[config.mk]
export PLATFORM = sky130hd
export DESIGN_NAME = period_match_timer_8bit
export DESIGN_NICKNAME = d
export VERILOG_FILES = /design/src/timer_pkg.sv /design/src/period_match_timer_8bit.sv
export VERILOG_INCLUDE_DIRS = /design/src
export SDC_FILE = /design/constraint.sdc
export NUM_CORES = 1
export LEC_CHECK = 0
export BUFFER_PORTS_ARGS = -buffer_cell sky130_fd_sc_hd__buf_2
export CAP_MARGIN = 20
export CORE_AREA = 5 5 99 101
export DETAILED_ROUTE_END_ITERATION = 16
export DIE_AREA = 0 0 104 106
export SLEW_MARGIN = 25
export SYNTH_ARGS = -nofsm -noshare
export SYNTH_HDL_FRONTEND = slang
export SYNTH_SLANG_ARGS = --single-unit
[constraint.sdc]
create_clock -name clk -period 2.05 [get_ports clk]
set_input_delay 0 -clock clk [delete_from_list [all_inputs] [get_ports clk]]
set_output_delay 0 -clock clk [all_outputs]
set_load 0.05 [all_outputs]
[src/timer_defs.svh]
`ifndef TIMER_DEFS_SVH
`define TIMER_DEFS_SVH

// ----------------------------------------
// register byte offsets
// ----------------------------------------
`define OFS_CONTROL   8'h00
`define OFS_COUNT     8'h04
`define OFS_PERIOD    8'h08
`define OFS_IRQ_FLAGS 8'h0c
`define OFS_IRQ_ENAB  8'h10

// ----------------------------------------
// field positions
// ----------------------------------------
`define CTL_PRE_LSB   0
`define CTL_PRE_MSB   1
`define CTL_RUN_BIT   2
`define CTL_POST_LSB  3
`define CTL_POST_MSB  6
`define IRQ_MATCH_BIT 1

// ----------------------------------------
// reset values and timing
// ----------------------------------------
`define RST_CONTROL   7'h00
`define RST_COUNT     8'h00
`define RST_PERIOD    8'hff
`define INSTR_DIV     4
`define PRE_LIM_1     4'h0
`define PRE_LIM_4     4'h3
`define PRE_LIM_16    4'hf

`endif

[src/timer_pkg.sv]
package timer_pkg;

  typedef enum logic [1:0] {
    PRE_DIV1  = 2'h0,
    PRE_DIV4  = 2'h1,
    PRE_DIV16 = 2'h2
  } prescale_e;

  typedef logic [7:0] byte_t;

endpackage : timer_pkg

[src/period_match_timer_8bit.sv]
// Functional notes
// - running count steps once per prescaled instruction tick
// - count compared with period every cycle
// - match clears count, clocks postscaler
// - reset: count zero, period all ones
// - count or control write clears pre/postscalers
// - control write keeps count value
// - postscale select 0000..1111 gives 1:1..1:16
// - postscaler terminal sets match irq flag
// - irq only when enable bit set
// - control bit 7 reads zero
// - unscaled match output to compare units
// - match output usable as serial shift clock
// - count and period freely read/writable
`timescale 1ns/1ps
`include "timer_defs.svh"

module period_match_timer_8bit import timer_pkg::*; #(
  parameter int INSTR_DIV = `INSTR_DIV
) (
  input  wire logic        clk,
  input  wire logic        srst,
  input  wire logic        psel,
  input  wire logic        penable,
  input  wire logic        pwrite,
  input  wire logic [7:0]  paddr,
  input  wire logic [31:0] pwdata,
  output logic             pready,
  output logic [31:0]      prdata,
  output logic             pslverr,
  output logic             match_out,
  output logic             shift_clk_out,
  output logic             irq
);

  localparam int IW = (INSTR_DIV > 1) ? $clog2(INSTR_DIV) : 1;
  localparam logic [IW-1:0] INSTR_LAST = IW'(INSTR_DIV - 1);

  // ----------------------------------------
  // decode helpers
  // ----------------------------------------
  function automatic logic [3:0] pre_limit(input logic [1:0] sel);
    pre_limit = (sel == PRE_DIV1) ? `PRE_LIM_1 :
                (sel == PRE_DIV4) ? `PRE_LIM_4 : `PRE_LIM_16;
  endfunction : pre_limit

  function automatic logic hit(input logic [7:0] a, input logic [7:0] ofs);
    hit = (a == ofs);
  endfunction : hit

  // ----------------------------------------
  // state
  // ----------------------------------------
  logic [6:0]    control_r;
  byte_t         count_r;
  byte_t         period_r;
  logic          flag_r;
  logic          enable_r;
  logic [IW-1:0] instr_cnt_r;
  logic [3:0]    pre_cnt_r;
  logic [3:0]    post_cnt_r;
  logic [31:0]   prdata_r;
  logic          match_r;
  logic          shift_r;

  // ----------------------------------------
  // apb decode
  // ----------------------------------------
  wire setup      = psel && !penable;
  wire access     = psel && penable;
  wire wr_acc     = access && pwrite;
  wire rd_acc     = access && !pwrite;
  wire mapped     = hit(paddr, `OFS_CONTROL) || hit(paddr, `OFS_COUNT) ||
                    hit(paddr, `OFS_PERIOD) || hit(paddr, `OFS_IRQ_FLAGS) ||
                    hit(paddr, `OFS_IRQ_ENAB);
  wire wr_ctrl    = wr_acc && hit(paddr, `OFS_CONTROL);
  wire wr_count   = wr_acc && hit(paddr, `OFS_COUNT);
  wire wr_period  = wr_acc && hit(paddr, `OFS_PERIOD);
  wire wr_flags   = wr_acc && hit(paddr, `OFS_IRQ_FLAGS);
  wire wr_enab    = wr_acc && hit(paddr, `OFS_IRQ_ENAB);
  wire rd_ctrl    = rd_acc && hit(paddr, `OFS_CONTROL);
  wire rd_flags   = rd_acc && hit(paddr, `OFS_IRQ_FLAGS);

  // ----------------------------------------
  // timer datapath
  // ----------------------------------------
  wire [1:0] pre_sel    = control_r[`CTL_PRE_MSB:`CTL_PRE_LSB];
  wire [3:0] post_sel   = control_r[`CTL_POST_MSB:`CTL_POST_LSB];
  wire       timer_run  = control_r[`CTL_RUN_BIT];
  wire       instr_tick = timer_run && (instr_cnt_r == INSTR_LAST);
  wire       count_tick = instr_tick && (pre_cnt_r == pre_limit(pre_sel));
  wire       match_now  = (count_r == period_r);
  wire       match_evt  = count_tick && match_now;
  wire       post_evt   = match_evt && (post_cnt_r == post_sel);
  wire       scaler_clr = wr_count || wr_ctrl;
  // only bits already shown to software are cleared by the read
  wire       flag_clr   = (rd_flags && prdata_r[`IRQ_MATCH_BIT]) ||
                          (wr_flags && !pwdata[`IRQ_MATCH_BIT]);

  // instruction clock divider
  always_ff @(posedge clk) begin
    if (srst || !timer_run) begin
      instr_cnt_r <= '0;
    end else begin
      instr_cnt_r <= instr_tick ? '0 : instr_cnt_r + IW'(1);
    end
  end

  // prescaler
  always_ff @(posedge clk) begin
    if (srst || scaler_clr) begin
      pre_cnt_r <= 4'h0;
    end else if (instr_tick) begin
      pre_cnt_r <= count_tick ? 4'h0 : pre_cnt_r + 4'h1;
    end
  end

  // count register, software write wins over a match
  always_ff @(posedge clk) begin
    if (srst) begin
      count_r <= `RST_COUNT;
    end else if (wr_count) begin
      count_r <= pwdata[7:0];
    end else if (count_tick) begin
      count_r <= match_now ? 8'h00 : count_r + 8'h01;
    end
  end

  // postscaler
  always_ff @(posedge clk) begin
    if (srst || scaler_clr) begin
      post_cnt_r <= 4'h0;
    end else if (match_evt) begin
      post_cnt_r <= post_evt ? 4'h0 : post_cnt_r + 4'h1;
    end
  end

  // control, period, enable
  always_ff @(posedge clk) begin
    if (srst) begin
      control_r <= `RST_CONTROL;
      period_r  <= `RST_PERIOD;
      enable_r  <= 1'b0;
    end else begin
      if (wr_ctrl) begin
        control_r <= pwdata[6:0];
      end
      if (wr_period) begin
        period_r <= pwdata[7:0];
      end
      if (wr_enab) begin
        enable_r <= pwdata[`IRQ_MATCH_BIT];
      end
    end
  end

  // sticky flag, a set beats a clear
  always_ff @(posedge clk) begin
    if (srst) begin
      flag_r <= 1'b0;
    end else if (post_evt) begin
      flag_r <= 1'b1;
    end else if (flag_clr) begin
      flag_r <= 1'b0;
    end
  end

  // match pulse and shift clock
  always_ff @(posedge clk) begin
    if (srst) begin
      match_r <= 1'b0;
      shift_r <= 1'b0;
    end else begin
      match_r <= match_evt;
      shift_r <= shift_r ^ match_evt;
    end
  end

  // ----------------------------------------
  // read data, captured in the setup cycle
  // ----------------------------------------
  wire [31:0] rd_mux =
    hit(paddr, `OFS_CONTROL)   ? {25'h0, control_r} :
    hit(paddr, `OFS_COUNT)     ? {24'h0, count_r} :
    hit(paddr, `OFS_PERIOD)    ? {24'h0, period_r} :
    hit(paddr, `OFS_IRQ_FLAGS) ? {30'h0, flag_r, 1'b0} :
    hit(paddr, `OFS_IRQ_ENAB)  ? {30'h0, enable_r, 1'b0} : 32'h0;

  always_ff @(posedge clk) begin
    if (srst) begin
      prdata_r <= 32'h0;
    end else if (setup && !pwrite) begin
      prdata_r <= rd_mux;
    end
  end

  assign pready        = 1'b1;
  assign pslverr       = access && !mapped;
  assign prdata        = prdata_r;
  assign match_out     = match_r;
  assign shift_clk_out = shift_r;
  assign irq           = flag_r && enable_r;

  // ----------------------------------------
  // checks
  // ----------------------------------------
  a_count_step: assert property (@(posedge clk) disable iff (srst)
    count_tick && !match_now && !wr_count |=> count_r == $past(count_r) + 8'h01)
    else $error("count did not step on tick");

  a_pre_div16: assert property (@(posedge clk) disable iff (srst)
    instr_tick && pre_sel[1] && !scaler_clr |=> pre_cnt_r == $past(pre_cnt_r) + 4'h1)
    else $error("divide by sixteen prescale wrong");

  a_pre_div4: assert property (@(posedge clk) disable iff (srst)
    pre_sel == 2'b01 |-> pre_cnt_r <= 4'h3)
    else $error("divide by four prescale overran");

  a_pre_div1: assert property (@(posedge clk) disable iff (srst)
    pre_sel == 2'b00 |-> pre_cnt_r == 4'h0)
    else $error("divide by one prescale moved");

  a_match_wrap: assert property (@(posedge clk) disable iff (srst)
    match_evt && !wr_count |=> count_r == 8'h00)
    else $error("count not cleared after match");

  a_match_level: assert property (@(posedge clk) disable iff (srst)
    count_tick && (count_r != period_r) |=> !match_out)
    else $error("match output without equality");

  a_reset_vals: assert property (@(posedge clk)
    srst |=> count_r == 8'h00 && period_r == 8'hff && post_cnt_r == 4'h0)
    else $error("reset values wrong");

  a_scaler_clr: assert property (@(posedge clk) disable iff (srst)
    scaler_clr |=> pre_cnt_r == 4'h0 && post_cnt_r == 4'h0)
    else $error("scalers not cleared by write");

  a_ctrl_keeps: assert property (@(posedge clk) disable iff (srst)
    wr_ctrl && !count_tick |=> count_r == $past(count_r))
    else $error("control write disturbed count");

  a_off_hold: assert property (@(posedge clk) disable iff (srst)
    !timer_run && !wr_count && !wr_ctrl |=> $stable(count_r) && $stable(post_cnt_r) && !match_out)
    else $error("stopped timer moved");

  a_post_div: assert property (@(posedge clk) disable iff (srst)
    post_evt |-> post_cnt_r == post_sel && match_evt)
    else $error("postscale terminal wrong");

  a_flag_set: assert property (@(posedge clk) disable iff (srst)
    post_evt |=> flag_r)
    else $error("flag not set by postscaler");

  a_irq_gate: assert property (@(posedge clk) disable iff (srst)
    irq |-> enable_r && flag_r)
    else $error("irq without enable");

  a_bit7_zero: assert property (@(posedge clk) disable iff (srst)
    rd_ctrl |-> prdata[7] == 1'b0)
    else $error("control bit 7 read as one");

  a_unscaled_out: assert property (@(posedge clk) disable iff (srst)
    match_evt |=> match_out ##1 !match_out || $past(match_evt))
    else $error("match output not a pulse");

  a_shift_toggle: assert property (@(posedge clk) disable iff (srst)
    match_evt |=> shift_clk_out != $past(shift_clk_out))
    else $error("shift clock did not toggle");

  a_period_wr: assert property (@(posedge clk) disable iff (srst)
    wr_period |=> period_r == $past(pwdata[7:0]))
    else $error("period write lost");

  a_flag_sticky: assert property (@(posedge clk) disable iff (srst)
    flag_r && !flag_clr |=> flag_r)
    else $error("flag dropped without clear");

  a_flag_wr_clr: assert property (@(posedge clk) disable iff (srst)
    wr_flags && !pwdata[`IRQ_MATCH_BIT] && !post_evt |=> !flag_r)
    else $error("flag not cleared by write of zero");

  a_flag_rd_clr: assert property (@(posedge clk) disable iff (srst)
    rd_flags && prdata_r[`IRQ_MATCH_BIT] && !post_evt |=> !flag_r)
    else $error("flag not cleared by read");

  a_irq_level: assert property (@(posedge clk) disable iff (srst)
    flag_r && enable_r |-> irq)
    else $error("irq low with enabled flag");

  a_post_range: assert property (@(posedge clk) disable iff (srst)
    post_cnt_r <= post_sel)
    else $error("postscaler beyond selected count");

  a_count_wr: assert property (@(posedge clk) disable iff (srst)
    wr_count |=> count_r == $past(pwdata[7:0]))
    else $error("count write lost");

  a_off_quiet: assert property (@(posedge clk) disable iff (srst)
    !timer_run |-> !match_evt && !post_evt)
    else $error("event while stopped");

  a_ctrl_write: assert property (@(posedge clk) disable iff (srst)
    wr_ctrl |=> control_r == $past(pwdata[6:0]))
    else $error("control write lost");

endmodule : period_match_timer_8bit

# Yosys cells after proc, flatten, opt, wreduce, memory -nomap -nowiden
# Index checks and enable logic that the tools add are counted.
word_totals:
  inputBits: 45
  n_memories: 0
  elab_cells: 76
  latch_bits: 0
  regBits: 69
  mem_bits_ro: 0
  ram_bits: 0
classes:
  bitwise_logic: 1
  muxes: 14
  n_reduce_logical: 37
  n_div: 0
  shift: 0
  multipliers: 0
  eq_ne: 9
  n_lt_le_gt_ge: 0
  addsub: 4
op_table:
  columns: ["op", "count"]
  rows:
  - ["8-bit two-way mux", 6]
  - ["1-bit logical AND", 19]
  - ["8-bit by 4-bit equality test with 1-bit output (second input constant)", 2]
  - ["4-bit two-way mux", 4]
  - ["4-bit by 1-bit adder with 4-bit output (second input constant)", 2]
  - ["8-bit by 1-bit adder with 8-bit output (second input constant)", 1]
  - ["4-bit equality test", 2]
  - ["8-bit by 3-bit equality test with 1-bit output (second input constant)", 1]
  - ["8-bit by 5-bit equality test with 1-bit output (second input constant)", 1]
  - ["8-bit equality test", 1]
  - ["8-bit zero test", 1]
  - ["1-bit logical OR", 8]
  - ["1-bit zero test", 5]
  - ["2-bit two-way mux", 2]
  - ["2-bit nonzero test", 2]
  - ["2-bit by 1-bit adder with 2-bit output (second input constant)", 1]
  - ["2-bit by 1-bit equality test with 1-bit output (second input constant)", 1]
  - ["2-bit equality test (second input constant)", 1]
  - ["2-bit zero test", 1]
  - ["1-bit two-way mux", 2]
  - ["2-bit OR reduction", 1]
  - ["1-bit bitwise XOR", 1]

# Longest topological paths before layout
logic_depth:
  depth_word: 8
  ltp_mapped: 7

# Worst setup path after synthesis
# OpenSTA, ideal clock, no wires.
synth_path:
  path_kind: "reg-to-reg"
  from: "register pre_cnt_r[0]"
  to: "register count_r[3]"
  arrival_ps: 1831
  slack_ps: 145
  stages_incl_launch_ff: 6
  period_less_slack_ps: 1905
  path_buffers: 0
  cell_sequence: "dfxtp_1 -> or3_4 -> a2111oi_4 -> nor2_2 -> or4_1 -> a31oi_1"
synth_via:
  elab_chain_cells: 3
synth_lines:
  columns: ["item", "line_no", "text"]
  rows:
  - ["start: declaration", "period_match_timer_8bit.sv:60", "logic [3:0] pre_cnt_r;"]
  - ["start signal: assignment", "period_match_timer_8bit.sv:114", "pre_cnt_r <= count_tick ? 4'h0 : pre_cnt_r + 4'h1;"]
  - ["4-bit equality test", "period_match_timer_8bit.sv:91", "wire count_tick = instr_tick && (pre_cnt_r == pre_limit(pre_sel));"]
  - ["1-bit logical AND", "period_match_timer_8bit.sv:91", null]
  - ["2-bit nonzero test (no line)", null, null]
  - ["end signal: assignment", "period_match_timer_8bit.sv:121", "count_r <= `RST_COUNT;"]
  - ["end signal: assignment", "period_match_timer_8bit.sv:123", "count_r <= pwdata[7:0];"]
  - ["end signal: assignment", "period_match_timer_8bit.sv:125", "count_r <= match_now ? 8'h00 : count_r + 8'h01;"]
  - ["end: declaration", "period_match_timer_8bit.sv:55", "byte_t count_r;"]
# Every way passes these cells.
# A chain may end at the register's enable or synchronous reset.

# Final worst setup path
layout_path:
  from: "register control_r[0]"
  to: "register post_cnt_r[3]"
layout_via:
  elab_chain_cells: 8
  word_cells_on_any_way: 9
  classes_between: "2 x eq/ne; 3 x mux; 4 x reduce/logical"
layout_lines:
  columns: ["item", "line_no", "text"]
  rows:
  - ["start: declaration", "period_match_timer_8bit.sv:54", "logic [6:0] control_r;"]
  - ["start signal: assignment", "period_match_timer_8bit.sv:141", "control_r <= `RST_CONTROL;"]
  - ["start signal: assignment", "period_match_timer_8bit.sv:146", "control_r <= pwdata[6:0];"]
  - ["2-bit by 1-bit equality test with 1-bit output", "period_match_timer_8bit.sv:44", "(sel == PRE_DIV4) ? `PRE_LIM_4 : `PRE_LIM_16;"]
  - ["4-bit two-way mux (no line)", null, null]
  - ["4-bit two-way mux (no line) *", null, null]
  - ["4-bit equality test *", "period_match_timer_8bit.sv:91", null]
  - ["1-bit logical AND *", "period_match_timer_8bit.sv:91", null]
  - ["1-bit logical AND *", "period_match_timer_8bit.sv:93", "wire match_evt = count_tick && match_now;"]
  - ["1-bit logical AND", "period_match_timer_8bit.sv:94", "wire post_evt = match_evt && (post_cnt_r == post_sel);"]
  - ["4-bit two-way mux", "period_match_timer_8bit.sv:134", "post_cnt_r <= post_evt ? 4'h0 : post_cnt_r + 4'h1;"]
  - ["end signal: assignment", "period_match_timer_8bit.sv:134", null]
  - ["end: declaration", "period_match_timer_8bit.sv:61", "logic [3:0] post_cnt_r;"]
# Every way passes the cells marked *; elsewhere a longest branch is shown, timed or not.

==> out/metrics.csv <==
stage,metric,value,unit
status,outcome,completed,
yosys,Synth cell types,47,
clocking,CTS Root Cell,clkbuf_8,
yosys,mean post-synth cell area,8.313,µm²
sta,worst-margin pin slew,0.6817,ns
clocking,Worst-path clk slew,0.09,ns
critical_path,CP endpoint kind,flop,
yosys,Mapped Area,0.002594,mm²
layout,Layout Cells excl Fill,472,
clocking,Skew-Pair Late Insertion Delay,0.31,ns
global_routing,largest net degree at the start of global routing,39,
critical_path,Setup Crit Path Kind,flop to flop,
sta,endpoints failing setup,0,
sta,fin. max-slew vios,0,
sta,Hold WS,0.003393,ns
sta,final hold vios,0,
critical_path,worst path cell trace,or3_4 -> a2111oi_4 -> nor2_4 -> or4_1 -> a21oi_1,
yosys,Async SR Flop Fraction,0,
routing,vias per cell,4.820,
routing,# DRC,0,
die,die width,104,µm
placement,Inst Count DP,457,
yosys,Most used DFF post-synth,dfxtp_1,
global_routing,remaining global-route overflow,0,
critical_path,startpoint type of the worst setup path,flop,
yosys,synth warn,0,
critical_path,"Arr. time, crit path",2.21,ns
routing,Pre-antenna DRT Iters,5,
die,IO Pins,82,
die,starting density of the core,0.2903,
sta,RSZ-0062 raised after global routing,true,
layout,most frequent cells in the layout,"dfxtp_1, nor2_1, buf_2, conb_1",
power,peak supply drop,0.2693,mV
routing,"wirelength, routed",6300,µm
routing,DR WL/cell,13.35,µm
sta,fmax,0.5075,GHz
die,core box area,0.008934,mm²
yosys,Synth Register Bits,45,
critical_path,CP max FO,9,
critical_path,CP max-delay cell,or4_1,
placement,Port Buf Inserts,32,
yosys,Post-Syn Instances,312,
sta,Worst slew margin,0.5455,
sta,min cycle time layout,1.970,ns
layout,fraction of final layout cells sized beyond drive strength 1,0.2050,
routing,via count,2275,
critical_path,WP data required,2.29,ns
clocking,cts bufs inserted,5,
sta,period utilisation layout,0.9612,
critical_path,Max stage delay on crit path,0.54,ns
layout,P&R area growth vs syn,17.80,%
power,PD cells,580.1,mW/mm²
min_path,worst min path class,input port to flop,
die,Die ar.,0.01102,mm²
routing,Final ANT Viol Nets,0,
global_routing,initial antenna violation count,0,
clocking,CTS tree,done,
placement,GP Congestion,0.7966,
routing,DR iter-0 viols,79,
power,static leakage,0.001220,µW
global_routing,global-route wire length before repair,10540,µm
yosys,sequential area share after synthesis,0.3473,
die,Die H,106,µm
yosys,"EDFF count, synth",0,
sta,Fin Clk Skew,0.01103,ns
clocking,H-tree depth,2,
layout,Layout fillers,935,
power,Final Power,1772,µW
global_routing,vias in the first global route,2169,
placement,DP Wirelength,4704,µm
die,standard-cell rows,35,
clocking,Max Root-Sink Buffers,2,
layout,"commonest non-fill, non-tap cell in the layout",dfxtp_1,
layout,antenna diode count,0,
layout,Post-layout nets,409,
global_routing,gr usage total,0.1120,
job,number of max-cap violations,0,
clocking,CTS Sinks,45,
-- where the power goes --
part | total, µW | switching [µW] | internal (µW) | leakage [µW]
clock | 699 | 334 | 365 | 0.0000543
sequential | 874 | 0.359 | 874 | 0.000363
combinational | 199 | 160 | 38.6 | 0.000803
total | 1770 | 495 | 1280 | 0.00122
-- layout make-up --
type                       instances  area, µm²  share of cell area
multi-input combinational        242       1508              0.4934
clock buffer                       5      68.82             0.02252
clock inverter                     3      46.29             0.01515
sequential                        45      900.9              0.2948
inverter                           8      30.03            0.009828
tap                              111      138.9             0.04545
timing repair buffer              58      362.8              0.1188
-- metal layers --
layer / share of wire / global-route usage / vias to the layer above
met2: 0.47 / 0.1890 / 61
li1: - / - / 1160
met3: 0.062 / 0.02975 / 5
met5: 0 / 0 / -
met4: 0.0075 / 0.02498 / 0
met1: 0.46 / 0.1432 / 1049
-- cells in the mapped netlist, types with 4 or more instances --
| library cell | instances | share of area |
|---|---|---|
| dfxtp_1 | 45 | 0.35 |
| buf_4 | 25 | 0.072 |
| nor2_1 | 33 | 0.048 |
| ha_1 | 4 | 0.019 |
| o21bai_1 | 7 | 0.020 |
| mux2i_1 | 16 | 0.062 |
| nand3_1 | 9 | 0.017 |
| nor3_1 | 8 | 0.015 |
| a211o_1 | 8 | 0.027 |
| nand4b_1 | 6 | 0.020 |
| a21oi_1 | 17 | 0.033 |
| a22oi_1 | 6 | 0.017 |
| inv_1 | 8 | 0.012 |
| a31oi_1 | 8 | 0.019 |
| nand2_1 | 21 | 0.030 |
| o21ai_0 | 18 | 0.035 |
| clkbuf_1 | 13 | 0.019 |
| xor2_1 | 12 | 0.041 |
| or4_1 | 7 | 0.020 |
-- flip-flops by register name (all words and copies together) (netlist names) --
signal / flops
flag_r: 1
post_cnt_r: 4
prdata: 8
enable_r: 1
period_r: 8
instr_cnt_r: 2
match_out: 1
shift_clk_out: 1
count_r: 8
control_r: 7
pre_cnt_r: 4
-- repair_timing --
item | CTS | global route
hold buffers | 4 | 0
buffers inserted | 0 | 3
gates resized for setup | 1 | 0
endpoints found under the hold margin | 4 | 0
endpoints found under the setup margin | 2 | 6
pin swaps | 0 | 2
-- worst max-delay path, delay by kind of cell (launching register included) --
kind | cells | cell delay (ns)
AOI/OAI and AO/OA | 2 | 0.52
DFF | 1 | 0.32
and+or+nand+nor | 3 | 1.07
-- final timing paths --
kind | from | to | slack (ns) | depth (start not counted)
setup / recovery | control_r[0]$_SDFFE_PP0P_ | post_cnt_r[3]$_SDFFE_PP0P_ | 0.08 | 5
hold / removal | pwdata[0] | control_r[0]$_SDFFE_PP0P_ | 0.003 | 3
setup reg to reg | control_r[0]$_SDFFE_PP0P_ | post_cnt_r[3]$_SDFFE_PP0P_ | 0.08 | 5
hold reg to reg | instr_cnt_r[0]$_SDFF_PP0_ | instr_cnt_r[0]$_SDFF_PP0_ | 0.43 | 1
-- per-stage QoR --
step                  util  setup WS [ns]  area, µm²  setup TNS, ns
floorplan                -         0.1452       2680              0
global placement    0.3218        0.05710       2875              0
detailed placement  0.3218        0.01180       2875              0
CTS                 0.3398       0.007658       3035              0
global route        0.3420      -0.002535       3055      -0.002535
finish              0.3420        0.07961       3055              0
-- cell families (layout without fill, tap and decap cells) --
kind of cell             Yosys count  count (layout)  share of synthesized area
multiplexers                      16              16                    0.06174
adder cells (fa/ha/maj)            4               4                    0.01930
AND/OR/NAND/NOR                  111             111                     0.2325
flip-flops                        45              45                     0.3473
XOR/XNOR                          13              13                    0.04390
buffers and inverters             48              74                     0.1066
AO/OA/AOI/OAI                     73              73                     0.1857
other                              2              25                   0.002895
Note: power is estimated with default switching activity, not from simulation.
